`src/rtl/dss_pkg.sv`:
```
package dss_pkg;

  // Control source
  typedef enum logic [1:0] {
    DSS_CTL_LOCAL = 2'b00,
    DSS_CTL_REMOTE = 2'b01
  } dss_ctl_t;

  // Auto/manual parameter
  typedef enum logic [1:0] {
    DSS_AM_OFF = 2'b00,
    DSS_AM_LOCAL = 2'b01,
    DSS_AM_SPEED = 2'b10
  } dss_am_t;

  // Select input functions
  typedef enum logic [3:0] {
    DSS_SEL_NONE = 4'h0,
    DSS_SEL_VOLT = 4'h1,
    DSS_SEL_CURR = 4'h2,
    DSS_SEL_PRESET = 4'h3,
    DSS_SEL_DOWN = 4'h4,
    DSS_SEL_UP = 4'h5,
    DSS_SEL_AUTO = 4'h6,
    DSS_SEL_REV = 4'h7
  } dss_sel_t;

  // Speed source reported
  typedef enum logic [2:0] {
    DSS_SRC_KEY = 3'h0,
    DSS_SRC_VOLT = 3'h1,
    DSS_SRC_CURR = 3'h2,
    DSS_SRC_SP1 = 3'h3,
    DSS_SRC_SP2 = 3'h4,
    DSS_SRC_SP3 = 3'h5,
    DSS_SRC_SP4 = 3'h6
  } dss_src_t;

  // Status output functions
  typedef enum logic [1:0] {
    DSS_OUT_NONE = 2'b00,
    DSS_OUT_RUN = 2'b01,
    DSS_OUT_AUTO = 2'b10,
    DSS_OUT_REV = 2'b11
  } dss_out_t;

  typedef enum logic [1:0] {
    DSS_RUN_STOP = 2'b00,
    DSS_RUN_FWD = 2'b01,
    DSS_RUN_REV = 2'b10
  } dss_run_t;

  typedef struct packed {
    dss_ctl_t control_source;
    logic three_wire;
    dss_am_t automan_setting;
    dss_sel_t func_a;
    dss_sel_t func_b;
    dss_sel_t func_c;
    dss_out_t func_out_one;
    dss_out_t func_out_two;
    dss_out_t func_relay;
  } dss_cfg_t;

  typedef struct packed {
    logic run_stop_input;
    logic start_input;
    logic select_input_a;
    logic select_input_b;
    logic select_input_c;
  } dss_contacts_t;

  localparam int DSS_NUM_CONTACTS = 5;
  localparam int DSS_CLK_HZ = 40000000;
  localparam int DSS_DEBOUNCE_US = 10000;
  localparam int DSS_DEBOUNCE_CYC = DSS_DEBOUNCE_US * (DSS_CLK_HZ / 1000000);
  localparam int DSS_CONFIRM_MS = 3000;
  localparam int DSS_CONFIRM_CYC = DSS_CONFIRM_MS * (DSS_CLK_HZ / 1000);
  localparam int DSS_TRIM_TICK_MS = 10;
  localparam int DSS_TRIM_TICK_CYC = DSS_TRIM_TICK_MS * (DSS_CLK_HZ / 1000);
  localparam int DSS_SPEED_W = 16;
  localparam logic [15:0] DSS_SPEED_RST = 16'h0000;

endpackage

```
`src/rtl/dss_control.sv`:
```
`timescale 1ns/1ps
// What this block does
// - Terminal start obeyed only when control source is remote; an open run/stop contact stops in local too.
// - Two-wire: start held closed, run while run/stop contact closed.
// - Three-wire: momentary opening of run/stop input stops, and stays stopped.
// - Three-wire: momentary start closure starts; running latches after release.
// - Starts run forward unless input C is programmed as reverse start and is closed.
// - Auto/manual steers speed source only; local/remote steers start/stop and auto/manual key usability.
// - Local mode: auto/manual key works with local or speed setting.
// - Auto/manual key change applies only if enter follows within three seconds.
// - Auto chosen but no reference input closed: stay auto, use keypad speed.
// - Status outputs show auto when auto chosen by key, despite keypad fallback.
// - Remote mode: key usable only with speed setting, else select inputs decide.
// - Select input set to auto: closed means auto, open means manual.
// - Any select input may choose voltage or current analog reference.
// - Inputs A, B, C may choose preset speeds one, two, three.
// - Any two preset inputs closed together choose preset speed four unless C is a closed voltage or current input.
// - Speed-down on A lowers setpoint while closed, running or stopped.
// - Speed-up on B raises setpoint while closed, only when running.
// - Several reference inputs closed: C beats B beats A.
// - Select input and status output functions come from configuration ports.
module dss_control
  import dss_pkg::*;
#(
  parameter int DEBOUNCE_CYC = DSS_DEBOUNCE_CYC,
  parameter int CONFIRM_CYC = DSS_CONFIRM_CYC,
  parameter int TRIM_TICK_CYC = DSS_TRIM_TICK_CYC
) (
  input wire logic ref_clk,
  input wire logic rst_b,
  input dss_cfg_t cfg,
  input dss_contacts_t contacts_closed,
  input wire logic key_run,
  input wire logic key_stop,
  input wire logic key_automan,
  input wire logic key_enter,
  input wire logic [DSS_SPEED_W-1:0] trim_step,
  input wire logic [DSS_SPEED_W-1:0] min_freq,
  input wire logic [DSS_SPEED_W-1:0] max_freq,
  output dss_run_t run_state,
  output logic auto_mode,
  output dss_src_t speed_source,
  output logic [DSS_SPEED_W-1:0] trim_setpoint,
  output logic automan_pending,
  output logic sink_output_one,
  output logic sink_output_two,
  output logic relay_output
);

  localparam int CCW = $clog2(CONFIRM_CYC + 1);
  localparam int TCW = $clog2(TRIM_TICK_CYC + 1);

  initial begin
    if (DEBOUNCE_CYC < 1 || CONFIRM_CYC < 1 || TRIM_TICK_CYC < 1) begin
      $error("dss_control: counts must be at least one");
    end
    // The contact bundle and the filter width must agree
    if ($bits(dss_contacts_t) != DSS_NUM_CONTACTS) begin
      $error("dss_control: contact bundle width mismatch");
    end
    if (DSS_SPEED_W < 2) begin
      $error("dss_control: speed word too narrow");
    end
  end

  dss_contacts_t db;
  logic run_closed;
  logic start_closed;
  logic [2:0] sel;
  dss_sel_t fn [3];

  // Contact filtering
  // Bounce shorter than the hold window never reaches the decoders
  // sync and debounce
  dss_debounce #(
    .WIDTH(DSS_NUM_CONTACTS),
    .HOLD_CYC(DEBOUNCE_CYC)
  ) u_debounce (
    .ref_clk(ref_clk),
    .rst_b(rst_b),
    .raw(contacts_closed),
    .clean(db)
  );

  assign run_closed = db.run_stop_input;
  assign start_closed = db.start_input;
  assign sel = {db.select_input_c, db.select_input_b, db.select_input_a};
  assign fn[0] = cfg.func_a;
  assign fn[1] = cfg.func_b;
  assign fn[2] = cfg.func_c;

  logic remote;
  logic start_closed_d_reg;
  logic start_rise;
  logic rev_closed_d_reg;
  logic rev_rise;
  logic rev_enabled;

  assign remote = (cfg.control_source == DSS_CTL_REMOTE);
  assign rev_enabled = (cfg.func_c == DSS_SEL_REV);
  // Edge memories reset to open, the idle level of an unwired contact
  assign start_rise = start_closed && !start_closed_d_reg;
  assign rev_rise = rev_enabled && db.select_input_c && !rev_closed_d_reg;

  always_ff @(posedge ref_clk or negedge rst_b) begin
    if (!rst_b) begin
      start_closed_d_reg <= 1'b0;
      rev_closed_d_reg <= 1'b0;
    end else begin
      start_closed_d_reg <= start_closed;
      rev_closed_d_reg <= db.select_input_c;
    end
  end

  // Run/stop command state
  // An open run/stop contact wins over every start, in every mode
  always_ff @(posedge ref_clk or negedge rst_b) begin
    if (!rst_b) begin
      run_state <= DSS_RUN_STOP;
    end else if (remote) begin
      if (!cfg.three_wire) begin
        if (!run_closed) begin
          run_state <= DSS_RUN_STOP;
        end else if (rev_enabled && db.select_input_c) begin
          run_state <= DSS_RUN_REV;
        end else if (start_closed) begin
          run_state <= DSS_RUN_FWD;
        end else begin
          run_state <= DSS_RUN_STOP;
        end
      end else begin
        if (!run_closed) begin
          run_state <= DSS_RUN_STOP;
        end else if (rev_rise) begin
          run_state <= DSS_RUN_REV;
        end else if (start_rise) begin
          run_state <= DSS_RUN_FWD;
        end
      end
    end else begin
      // Keypad start and stop in local
      if (key_stop || !run_closed) begin
        run_state <= DSS_RUN_STOP;
      end else if (key_run && run_state == DSS_RUN_STOP) begin
        run_state <= DSS_RUN_FWD;
      end
    end
  end

  // Auto/manual key with enter confirmation
  logic key_usable;
  logic key_auto_reg;
  logic [CCW-1:0] confirm_cnt_reg;

  // local needs local or speed setting
  assign key_usable = remote ? (cfg.automan_setting == DSS_AM_SPEED)
                             : (cfg.automan_setting == DSS_AM_LOCAL ||
                                cfg.automan_setting == DSS_AM_SPEED);

  // A repeated key press restarts the window
  // three second confirm window
  always_ff @(posedge ref_clk or negedge rst_b) begin
    if (!rst_b) begin
      automan_pending <= 1'b0;
      confirm_cnt_reg <= '0;
      key_auto_reg <= 1'b0;
    end else if (!key_usable) begin
      automan_pending <= 1'b0;
      confirm_cnt_reg <= '0;
    end else if (key_automan) begin
      automan_pending <= 1'b1;
      confirm_cnt_reg <= CCW'(CONFIRM_CYC);
    end else if (automan_pending) begin
      if (key_enter) begin
        automan_pending <= 1'b0;
        key_auto_reg <= !key_auto_reg;
      end else if (confirm_cnt_reg == CCW'(1)) begin
        automan_pending <= 1'b0;
      end
      confirm_cnt_reg <= confirm_cnt_reg - 1'b1;
    end
  end

  // Speed source decode
  logic auto_by_input;
  logic auto_input_closed;
  logic [2:0] preset_closed;
  logic [1:0] preset_count;
  dss_src_t ref_src;
  logic ref_found;
  logic auto_next;

  always_comb begin
    auto_by_input = 1'b0;
    auto_input_closed = 1'b0;
    preset_closed = 3'b000;
    for (int k = 0; k < 3; k++) begin
      if (fn[k] == DSS_SEL_AUTO) begin
        auto_by_input = 1'b1;
        auto_input_closed = auto_input_closed | sel[k];
      end
      if (fn[k] == DSS_SEL_PRESET) begin
        preset_closed[k] = sel[k];
      end
    end
  end

  assign preset_count = 2'(preset_closed[0]) + 2'(preset_closed[1]) + 2'(preset_closed[2]);

  always_comb begin
    ref_src = DSS_SRC_KEY;
    ref_found = 1'b0;
    for (int k = 0; k < 3; k++) begin
      if (sel[k]) begin
        if (fn[k] == DSS_SEL_VOLT) begin
          ref_src = DSS_SRC_VOLT;
          ref_found = 1'b1;
        end else if (fn[k] == DSS_SEL_CURR) begin
          ref_src = DSS_SRC_CURR;
          ref_found = 1'b1;
        end else if (fn[k] == DSS_SEL_PRESET) begin
          ref_src = dss_src_t'(3'(DSS_SRC_SP1) + 3'(k));
          ref_found = 1'b1;
        end
      end
    end
    if (preset_count >= 2'd2 && (ref_src == DSS_SRC_SP1 || ref_src == DSS_SRC_SP2 ||
        ref_src == DSS_SRC_SP3)) begin
      ref_src = DSS_SRC_SP4;
    end
  end

  // Keypad fallback changes only the source; auto_mode stays as chosen
  // auto input decides when key is unusable
  assign auto_next = (key_usable || !auto_by_input) ? (key_usable && key_auto_reg)
                                                    : auto_input_closed;

  always_ff @(posedge ref_clk or negedge rst_b) begin
    if (!rst_b) begin
      auto_mode <= 1'b0;
      speed_source <= DSS_SRC_KEY;
    end else begin
      auto_mode <= auto_next;
      speed_source <= (auto_next && ref_found) ? ref_src : DSS_SRC_KEY;
    end
  end

  // Contact speed trim
  logic [TCW-1:0] tick_cnt_reg;
  logic tick;
  logic down_on;
  logic up_on;
  logic [DSS_SPEED_W:0] up_sum;
  logic [DSS_SPEED_W:0] down_diff;

  always_ff @(posedge ref_clk or negedge rst_b) begin
    if (!rst_b) begin
      tick_cnt_reg <= '0;
    end else if (tick) begin
      tick_cnt_reg <= '0;
    end else begin
      tick_cnt_reg <= tick_cnt_reg + 1'b1;
    end
  end

  // Free-running divider: one enable pulse per trim period
  assign tick = (tick_cnt_reg == TCW'(TRIM_TICK_CYC - 1));
  assign down_on = (cfg.func_a == DSS_SEL_DOWN) && db.select_input_a;
  assign up_on = (cfg.func_b == DSS_SEL_UP) && db.select_input_b &&
                 (run_state != DSS_RUN_STOP);
  assign up_sum = {1'b0, trim_setpoint} + {1'b0, trim_step};
  assign down_diff = {1'b0, trim_setpoint} - {1'b0, trim_step};

  // Down wins when both contacts close; a limit change pulls back next tick unless down is held above max or up is held below min
  // stepped and clamped
  always_ff @(posedge ref_clk or negedge rst_b) begin
    if (!rst_b) begin
      trim_setpoint <= DSS_SPEED_RST;
    end else if (tick) begin
      if (down_on) begin
        if (down_diff[DSS_SPEED_W] || down_diff[DSS_SPEED_W-1:0] < min_freq) begin
          trim_setpoint <= min_freq;
        end else begin
          trim_setpoint <= down_diff[DSS_SPEED_W-1:0];
        end
      end else if (up_on) begin
        if (up_sum[DSS_SPEED_W] || up_sum[DSS_SPEED_W-1:0] > max_freq) begin
          trim_setpoint <= max_freq;
        end else begin
          trim_setpoint <= up_sum[DSS_SPEED_W-1:0];
        end
      end else if (trim_setpoint < min_freq) begin
        trim_setpoint <= min_freq;
      end else if (trim_setpoint > max_freq) begin
        trim_setpoint <= max_freq;
      end
    end
  end

  // Status outputs
  function automatic logic out_level(input dss_out_t f, input dss_run_t r, input logic a);
    logic v;
    v = 1'b0;
    unique case (f)
      DSS_OUT_NONE: v = 1'b0;
      DSS_OUT_RUN: v = (r != DSS_RUN_STOP);
      DSS_OUT_AUTO: v = a;
      DSS_OUT_REV: v = (r == DSS_RUN_REV);
    endcase
    return v;
  endfunction

  // One clock behind the state so that each pin leaves a flip-flop
  // configured status outputs
  always_ff @(posedge ref_clk or negedge rst_b) begin
    if (!rst_b) begin
      sink_output_one <= 1'b0;
      sink_output_two <= 1'b0;
      relay_output <= 1'b0;
    end else begin
      sink_output_one <= out_level(cfg.func_out_one, run_state, auto_mode);
      sink_output_two <= out_level(cfg.func_out_two, run_state, auto_mode);
      relay_output <= out_level(cfg.func_relay, run_state, auto_mode);
    end
  end

endmodule

```
`src/rtl/dss_debounce.sv`:
```
`timescale 1ns/1ps
module dss_debounce #(
  parameter int WIDTH = 5,
  parameter int HOLD_CYC = 400000
) (
  input wire logic ref_clk,
  input wire logic rst_b,
  input wire logic [WIDTH-1:0] raw,
  output logic [WIDTH-1:0] clean
);
  localparam int CW = $clog2(HOLD_CYC + 1);

  initial begin
    if (WIDTH < 1 || HOLD_CYC < 1) begin
      $error("dss_debounce: bad parameters");
    end
  end

  genvar i;
  generate
    for (i = 0; i < WIDTH; i++) begin : g_bit
      logic sync1_reg;
      logic sync2_reg;
      logic [CW-1:0] cnt_reg;
      always_ff @(posedge ref_clk or negedge rst_b) begin
        if (!rst_b) begin
          sync1_reg <= 1'b0;
          sync2_reg <= 1'b0;
        end else begin
          sync1_reg <= raw[i];
          sync2_reg <= sync1_reg;
        end
      end
      // Settled level must hold for the full window
      always_ff @(posedge ref_clk or negedge rst_b) begin
        if (!rst_b) begin
          cnt_reg <= '0;
          clean[i] <= 1'b0;
        end else if (sync2_reg == clean[i]) begin
          cnt_reg <= '0;
        end else if (cnt_reg == CW'(HOLD_CYC - 1)) begin
          cnt_reg <= '0;
          clean[i] <= sync2_reg;
        end else begin
          cnt_reg <= cnt_reg + 1'b1;
        end
      end
    end
  endgenerate
endmodule

```
`config.mk`:
```
export PLATFORM = sky130hd
export DESIGN_NAME = dss_control
export DESIGN_NICKNAME = d
export VERILOG_FILES = /design/src/rtl/dss_pkg.sv /design/src/rtl/dss_control.sv /design/src/rtl/dss_debounce.sv
export SDC_FILE = /design/constraint.sdc
export NUM_CORES = 1
export LEC_CHECK = 0
export BUFFER_PORTS_ARGS = -buffer_cell sky130_fd_sc_hd__buf_2
export CAP_MARGIN = 20
export CORE_ASPECT_RATIO = 0.7
export CORE_MARGIN = 10
export CORE_UTILIZATION = 23
export DETAILED_ROUTE_END_ITERATION = 12
export MAX_ROUTING_LAYER = met4
export PLACE_DENSITY_LB_ADDON = 0.12
export SLEW_MARGIN = 20
export SYNTH_ARGS = -nofsm -noshare
export SYNTH_HDL_FRONTEND = slang
export SYNTH_SLANG_ARGS = --single-unit
```
`constraint.sdc`:
```
create_clock -name ref_clk -period 4.35 [get_ports ref_clk]
set_input_delay 1.305 -clock ref_clk [delete_from_list [all_inputs] [get_ports ref_clk]]
set_output_delay 1.305 -clock ref_clk [all_outputs]
set_load 0.01 [all_outputs]
```
==> flow_metrics.tcl, run 1 <==
set metrics [dict create \
    max_slew_margin_pct 45.7 \
    status "finished with violations" \
    drt_first_pass_iters 5 \
    ys_seq_area_share_pct 37.8 \
    synth_cell_type_count 77 \
    multi_input_area_mm2 0.00759 \
    cts_sinks 185 \
    die_width_um 296 \
    fin_total_pwr_mw 4.03 \
    cts_made_buffers 17 \
    synth_fp_nets 1565 \
    nets 1806 \
    gp_congestion 0.840 \
    setup_ws_ps -450 \
    synth_warnings 0 \
    timing.final.max_slew_violations 0 \
    layout_common_cells "dfrtp_1 (185), nor2_1 (183), buf_4 (142)" \
    end_kind "register" \
    violations "setup timing" \
    timing.max_cap.violations 0 \
    avgRoutedWirePerCell_um 16.9 \
    first_pass_grt_wire_length_um 60700 \
    hold_path_cells 0 \
    whs_endpoint "u_debounce.g_bit[3].sync2_reg" \
    layout-area-overhead-vs-synth_pct 28.9 \
    finalCritPeriodShare_pct 110 \
    post-dp-hpwl_um 30600 \
    clock_transition_at_the_registers_of_the_reported_paths_ps 70 \
    final_hold_viol_count 0 \
    htreeDepth 4 \
    setup-violations-final 16 \
    reg2reg_from "trim_setpoint[1]" \
    synth_cells 1377 \
    grt_util_overall_pct 12.7 \
    num-fill-cells 5541 \
    largest_reg_flops 95 \
    grt.overflow.total 0 \
    reg2reg_to "trim_setpoint[1]" \
    detailedRoute.firstIterationViolations 744 \
    drtAntennaViolNets 0 \
    placedInstanceArea_mm2 0.0147 \
    cp_slowest_cell "o41a_1" \
    min-delay-start "u_debounce.g_bit[3].sync1_reg" \
    synth_async_sr_flop_share_pct 100 \
    clock.fmax_mhz 208 \
    cp_data_arrival_time_ps 5130 \
    critPathBufInv 5 \
    io_pins 108 \
    timing_worst_slew_pin_value_ps 812 \
    core_footprint_mm2 0.0525 \
    worst_r2r_path_depth 17 \
    cell_area_after_synthesis_mm2 0.0123 \
    regArea_mm2 0.00463 \
    register_bit_count_reported_by_yosys 185 \
    clk-insertion-delay-late_ps 450 \
    critPathMostFrequentCell "buf_6" \
    proportion_of_layout_cells_with_a_drive_suffix_above_1_pct 23.9 \
    regToRegSetupSlack_ps -20 \
    antenna_found_initial 1 \
    numPortBuffers 107 \
    grt_start_max_net_pins 85 \
    required_ps 4680 \
    stdcell_count 2315 \
    setup_repair_after_global_routing_missed_its_margin "true" \
    cp_cell_instances "buf_6 -> buf_6 -> ha_4 -> buf_6 -> nand2b_4 -> a221oi_4 -> o41a_1 -> a221oi_2 -> buf_4 -> a21oi_2 -> xnor2_1 -> ha_1 -> and4_1 -> a221o_1 -> a211oi_2 -> a2bb2oi_4 -> buf_12 -> mux2i_1 -> o21ai_1 -> o32a_1" \
    worstHoldPathType "register to register" \
    worst_setup_path_start_kind "primary input" \
    detail_route.drc_violations 0 \
    die_area_mm2 0.0631 \
    critical_path.max_stage_delay_ps 370 \
    initial_cell_density_of_the_core_pct 23.4 \
    layout.cells.most_common "dfrtp_1" \
    cts_root_buffer "clkbuf_16" \
    dp_cells 2267 \
    synth_enable_flop_cells 0 \
    layout_min_cycle_time_ps 4800 \
    crit_family "compound AO/OA/AOI/OAI gates" \
    fp.dieH_um 213 \
    leakagePower_nw 7.37 \
    cts_tree "done" \
    row_count 70 \
    detail_route.vias_per_cell 4.55 \
    power_dens_cells_mw_per_mm2 255 \
    synth.avg_cell_area_um2 8.90 \
    critical_path.max_fanout 6 \
    finalWirelength_um 39100 \
    path_type_of_the_worst_setup_path "primary input to register" \
    post-route-cell-area_mm2 0.0158 \
    hold_buffers_post_cts 0 \
    vias_in_the_first_global_route 10500 \
    route.vias.total 10500 \
    hold-worst-slack_ps 350 \
    maximum_root_to_sink_buffer_count 2 \
    postSynth.topFlopCell "dfrtp_1" \
    finClkSkew_ps 13.8 \
    largest_vdd_supply_drop_uv 248 \
]
-- metal layers --
| layer | vias to the layer above | global-route usage [%] | part of all wire [%] |
|---|---|---|---|
| met4 | 0 | 2.74 | 1.2 |
| met5 | - | - | 0 |
| met1 | 5041 | 19.8 | 57 |
| met2 | 194 | 16.5 | 38 |
| met3 | 21 | 2.05 | 3.8 |
| li1 | 5278 | - | - |
-- final cells by class --
| class | count | share of cell area [%] |
|---|---|---|
| Timing Repair Buffer | 261 | 11.5 |
| Clock buffer | 19 | 2.74 |
| Antenna cell | 1 | 0.0158 |
| Sequential cell | 185 | 29.3 |
| Inverter | 84 | 2.06 |
| Clock inverter | 12 | 0.927 |
| Multi-Input combinational cell | 1069 | 48.1 |
| Tap cell | 684 | 5.42 |
-- power breakdown --
group | internal (mW) | total, mW | switching (mW) | leakage [nW]
clock | 0.854 | 1.58 | 0.725 | 0.275
combinational | 0.277 | 0.641 | 0.364 | 4.58
sequential | 1.77 | 1.81 | 0.0456 | 2.51
-- logic make-up after synthesis --
logic type,Yosys count,synth area share [%]
buffers and inverters,123,4.02
XOR/XNOR,153,10.9
adder cells (fa/ha/maj),106,10.9
AND/OR/NAND/NOR,537,21.3
flip-flops,185,37.8
AO/OA/AOI/OAI,256,13.6
multiplexers,17,1.43
-- what timing repair did --
action | 4_1_cts | 5_1_grt
resized for setup | 35 | 51
pin swaps | 35 | 42
gates cloned | 1 | 2
buffers inserted | 6 | 9
endpoints found under the setup margin | 16 | 16
-- worst register-to-register path, stage by stage, from the launching register on --
cell       delay, ps
dfrtp_1          510
ha_4             330
nand2b_4         130
a221oi_4          60
o41a_1           370
a221oi_2         300
buf_4            160
a21oi_2           50
xnor2_1          260
ha_1             300
and4_1           170
a221o_1          310
a211oi_2         300
a2bb2oi_4        230
buf_12           160
mux2i_1          190
o21ai_1           80
o32a_1           350
-- worst max path at each step --
stage,start,to,slack [ps],cells after the start
6_report,trim_step[0],trim_setpoint[1],-450,20
5_1_grt,trim_step[0],trim_setpoint[1],-630,20
4_1_cts,trim_step[0],trim_setpoint[8],-510,20
3_5_place_dp,trim_step[0],trim_setpoint[7],-1070,19
3_3_place_gp,trim_step[6],trim_setpoint[7],-1020,19
2_1_floorplan,trim_step[2],trim_setpoint[7],-610,18
-- cell usage after synthesis, drive strengths merged, types with 18 or more instances --
cell / number / area share, %
a21o: 19 / 1.2
a21oi: 81 / 3.3
and3: 24 / 1.2
clkbuf: 24 / 0.74
dfrtp: 185 / 38
ha: 104 / 11
inv: 84 / 2.6
nand2: 104 / 3.2
nand3: 68 / 2.8
nand4: 23 / 1.2
nor2: 190 / 5.9
nor2b: 18 / 0.92
nor3: 34 / 1.6
o21ai: 61 / 2.5
xnor2: 74 / 5.3
xor2: 79 / 5.6
-- per-stage QoR --
| stage | utilization (%) | setup TNS (ps) | setup slack, ps |
|---|---|---|---|
| final | 30.1 | -6190 | -450 |
| after global routing | 30.1 | -8880 | -630 |
| after CTS | 29.5 | -6420 | -507 |
| after detailed placement | 28.0 | -16200 | -1070 |
| after global placement | 27.9 | -15130 | -1020 |
| after floorplan | - | -6840 | -613 |
Power figures use the tool's default switching activity.
==> inputs of run 2 (changes only) <==
--- a/config.mk
+++ b/config.mk
@@ -13,6 +13,7 @@
 export DETAILED_ROUTE_END_ITERATION = 12
 export MAX_ROUTING_LAYER = met4
 export PLACE_DENSITY_LB_ADDON = 0.12
+export REMOVE_ABC_BUFFERS = 1
 export SLEW_MARGIN = 20
 export SYNTH_ARGS = -nofsm -noshare
 export SYNTH_HDL_FRONTEND = slang
==> flow_metrics.tcl, run 2 (synthesis results as in run 1) <==
set metrics [dict create \
    clk-insertion-delay-late_ps 440 \
    critPathBufInv 3 \
    end_kind "register" \
    placedInstanceArea_mm2 0.0148 \
    htreeDepth 4 \
    cp_num_cells 19 \
    post-dp-hpwl_um 31400 \
    hold-worst-slack_ps 349 \
    regToRegSetupSlack_ps -200 \
    grtUsageMet3_pct 2.42 \
    layout-area-overhead-vs-synth_pct 30.1 \
    whs_endpoint "u_debounce.g_bit[4].sync2_reg" \
    detailedPlace.worstSlack_ps -1430 \
    grt_start_max_net_pins 85 \
    grt_util_overall_pct 13.1 \
    violations "setup timing" \
    die_area_mm2 0.0631 \
    nets 1829 \
    fp.dieH_um 213 \
    finClkSkew_ps 8.63 \
    cts_made_buffers 17 \
    critical_path.max_stage_delay_ps 420 \
    grt.overflow.total 0 \
    io_pins 108 \
    num-fill-cells 5527 \
    layout_min_cycle_time_ps 4970 \
    cts_root_buffer "clkbuf_16" \
    grt_util_met1_pct 19.9 \
    maximum_root_to_sink_buffer_count 2 \
    globalRoute.busiestLayer "met1" \
    cp_cell_instances "buf_8 -> ha_1 -> nor2_2 -> a221oi_4 -> o41a_1 -> a221oi_2 -> nor2b_4 -> xnor2_2 -> ha_1 -> a21o_1 -> a21o_1 -> a221o_1 -> a211oi_2 -> a2bb2oi_4 -> buf_12 -> buf_16 -> mux2i_1 -> o21ai_1 -> o32a_1" \
    timing_worst_slew_pin_value_ps 795 \
    global_route.usage.met2_pct 17.8 \
    power_dens_cells_mw_per_mm2 257 \
    clock_transition_at_the_registers_of_the_reported_paths_ps 70 \
    cp_slowest_cell "o41a_1" \
    die_width_um 296 \
    critical_path.max_fanout 3 \
    reg2reg_from "trim_setpoint[0]" \
    min-delay-start "u_debounce.g_bit[4].sync1_reg" \
    required_ps 4680 \
    stdcell_count 2337 \
    final_hold_viol_count 0 \
    gp_congestion 0.848 \
    drt_first_pass_iters 5 \
    core_footprint_mm2 0.0525 \
    proportion_of_layout_cells_with_a_drive_suffix_above_1_pct 24.5 \
    drtAntennaViolNets 0 \
    path_type_of_the_worst_setup_path "primary input to register" \
    hold_path_cells 0 \
    vias_in_the_first_global_route 10800 \
    first_pass_grt_wire_length_um 63100 \
    detail_route.drc_violations 0 \
    avgRoutedWirePerCell_um 17.1 \
    antenna_found_initial 3 \
    largest_vdd_supply_drop_uv 269 \
    largest_reg_flops 95 \
    worst_setup_path_start_kind "primary input" \
    row_count 70 \
    reg2reg_to "trim_setpoint[4]" \
    worst_r2r_path_depth 22 \
    finalWirelength_um 39900 \
    cts_tree "done" \
    num_antenna_cells 0 \
    worstHoldPathType "register to register" \
    max_slew_margin_pct 46.5 \
    cp_data_arrival_time_ps 5290 \
    leakagePower_nw 7.51 \
    fin_total_pwr_mw 4.10 \
    crit_family "compound AO/OA/AOI/OAI gates" \
    numPortBuffers 107 \
    post-route-cell-area_mm2 0.0159 \
    dp_cells 2295 \
    status "finished with violations" \
    clock.fmax_mhz 201 \
    setup_repair_after_global_routing_missed_its_margin "true" \
    initial_cell_density_of_the_core_pct 23.4 \
    route.vias.total 10700 \
    setup-violations-final 16 \
    hold_buffers_post_cts 0 \
    detail_route.vias_per_cell 4.57 \
    timing.max_cap.violations 0 \
    cts_sinks 185 \
    layout_common_cells "nor2_1 (185), dfrtp_1 (185), buf_4 (167)" \
    timing.final.max_slew_violations 0 \
    detailedRoute.firstIterationViolations 727 \
    finalCritPeriodShare_pct 114 \
    setup_ws_ps -617 \
]
-- run 2: cell types whose count changed in the layout (fill, tap and decap cells not counted), sizes merged --
cell and delta:
bufinv +1, buf +24, clkinv +1, clkbuf -2, clkinvlp -1, diode -1
-- run 2: metrics by stage --
stage	setup TNS, ps	utilization (%)
detailed placement	-21390	28.1
floorplan	-11520	-
finish	-8420	30.4
CTS	-8490	30.2
global route	-10700	30.4
global placement	-21670	28.1
-- run 2: how the worst max path moves through the flow --
stage / slack, ps / end / from
5_1_grt: -740 / trim_setpoint[4] / trim_step[1]
3_5_place_dp: -1430 / trim_setpoint[3] / trim_step[0]
3_3_place_gp: -1430 / trim_setpoint[8] / trim_step[0]
2_1_floorplan: -800 / trim_setpoint[0] / trim_step[2]
6_report: -620 / trim_setpoint[4] / trim_step[1]
4_1_cts: -620 / trim_setpoint[4] / trim_step[1]
-- run 2: report_power, final --
part | switching, mW | total (mW) | internal, mW | leakage (nW)
clock | 0.727 | 1.65 | 0.924 | 0.293
combinational | 0.355 | 0.634 | 0.279 | 4.70
sequential | 0.0475 | 1.81 | 1.77 | 2.51
total | 1.13 | 4.10 | 2.97 | 7.51
-- run 2: layout make-up --
| class | count | area (µm²) | area share, % |
|---|---|---|---|
| multi-input cells | 1069 | 7560 | 47.4 |
| flip-flops and latches | 185 | 4630 | 29.0 |
| repair buffers | 284 | 1980 | 12.4 |
| well taps | 684 | 856 | 5.37 |
| clock buffers | 18 | 439 | 2.75 |
| inverters | 84 | 318 | 1.99 |
| clock inverters | 13 | 168 | 1.05 |
-- run 2: layer usage --
metal | up-vias | share of wire, %
met1 | 5154 | 55
met4 | 0 | 0.71
met5 | - | 0
met2 | 181 | 40
li1 | 5329 | -
met3 | 17 | 4.2
-- run 2: what timing repair did --
action,4_1_cts,5_1_grt
setup buffers,10,3
setup endpoints to repair,16,16
pin swaps,38,13
resized for setup,79,14
gates cloned,1,0
-- run 2: worst reg2reg max path: cells and delay by family (launching register included) --
| family | cells | cell delay, ps |
|---|---|---|
| AO/OA/AOI/OAI | 6 | 1140 |
| buffers and inverters | 7 | 1000 |
| adder cells (fa/ha/maj) | 3 | 810 |
| AND/OR/NAND/NOR | 4 | 750 |
| flip-flops | 1 | 420 |
| multiplexers | 1 | 180 |
| XOR/XNOR | 1 | 150 |
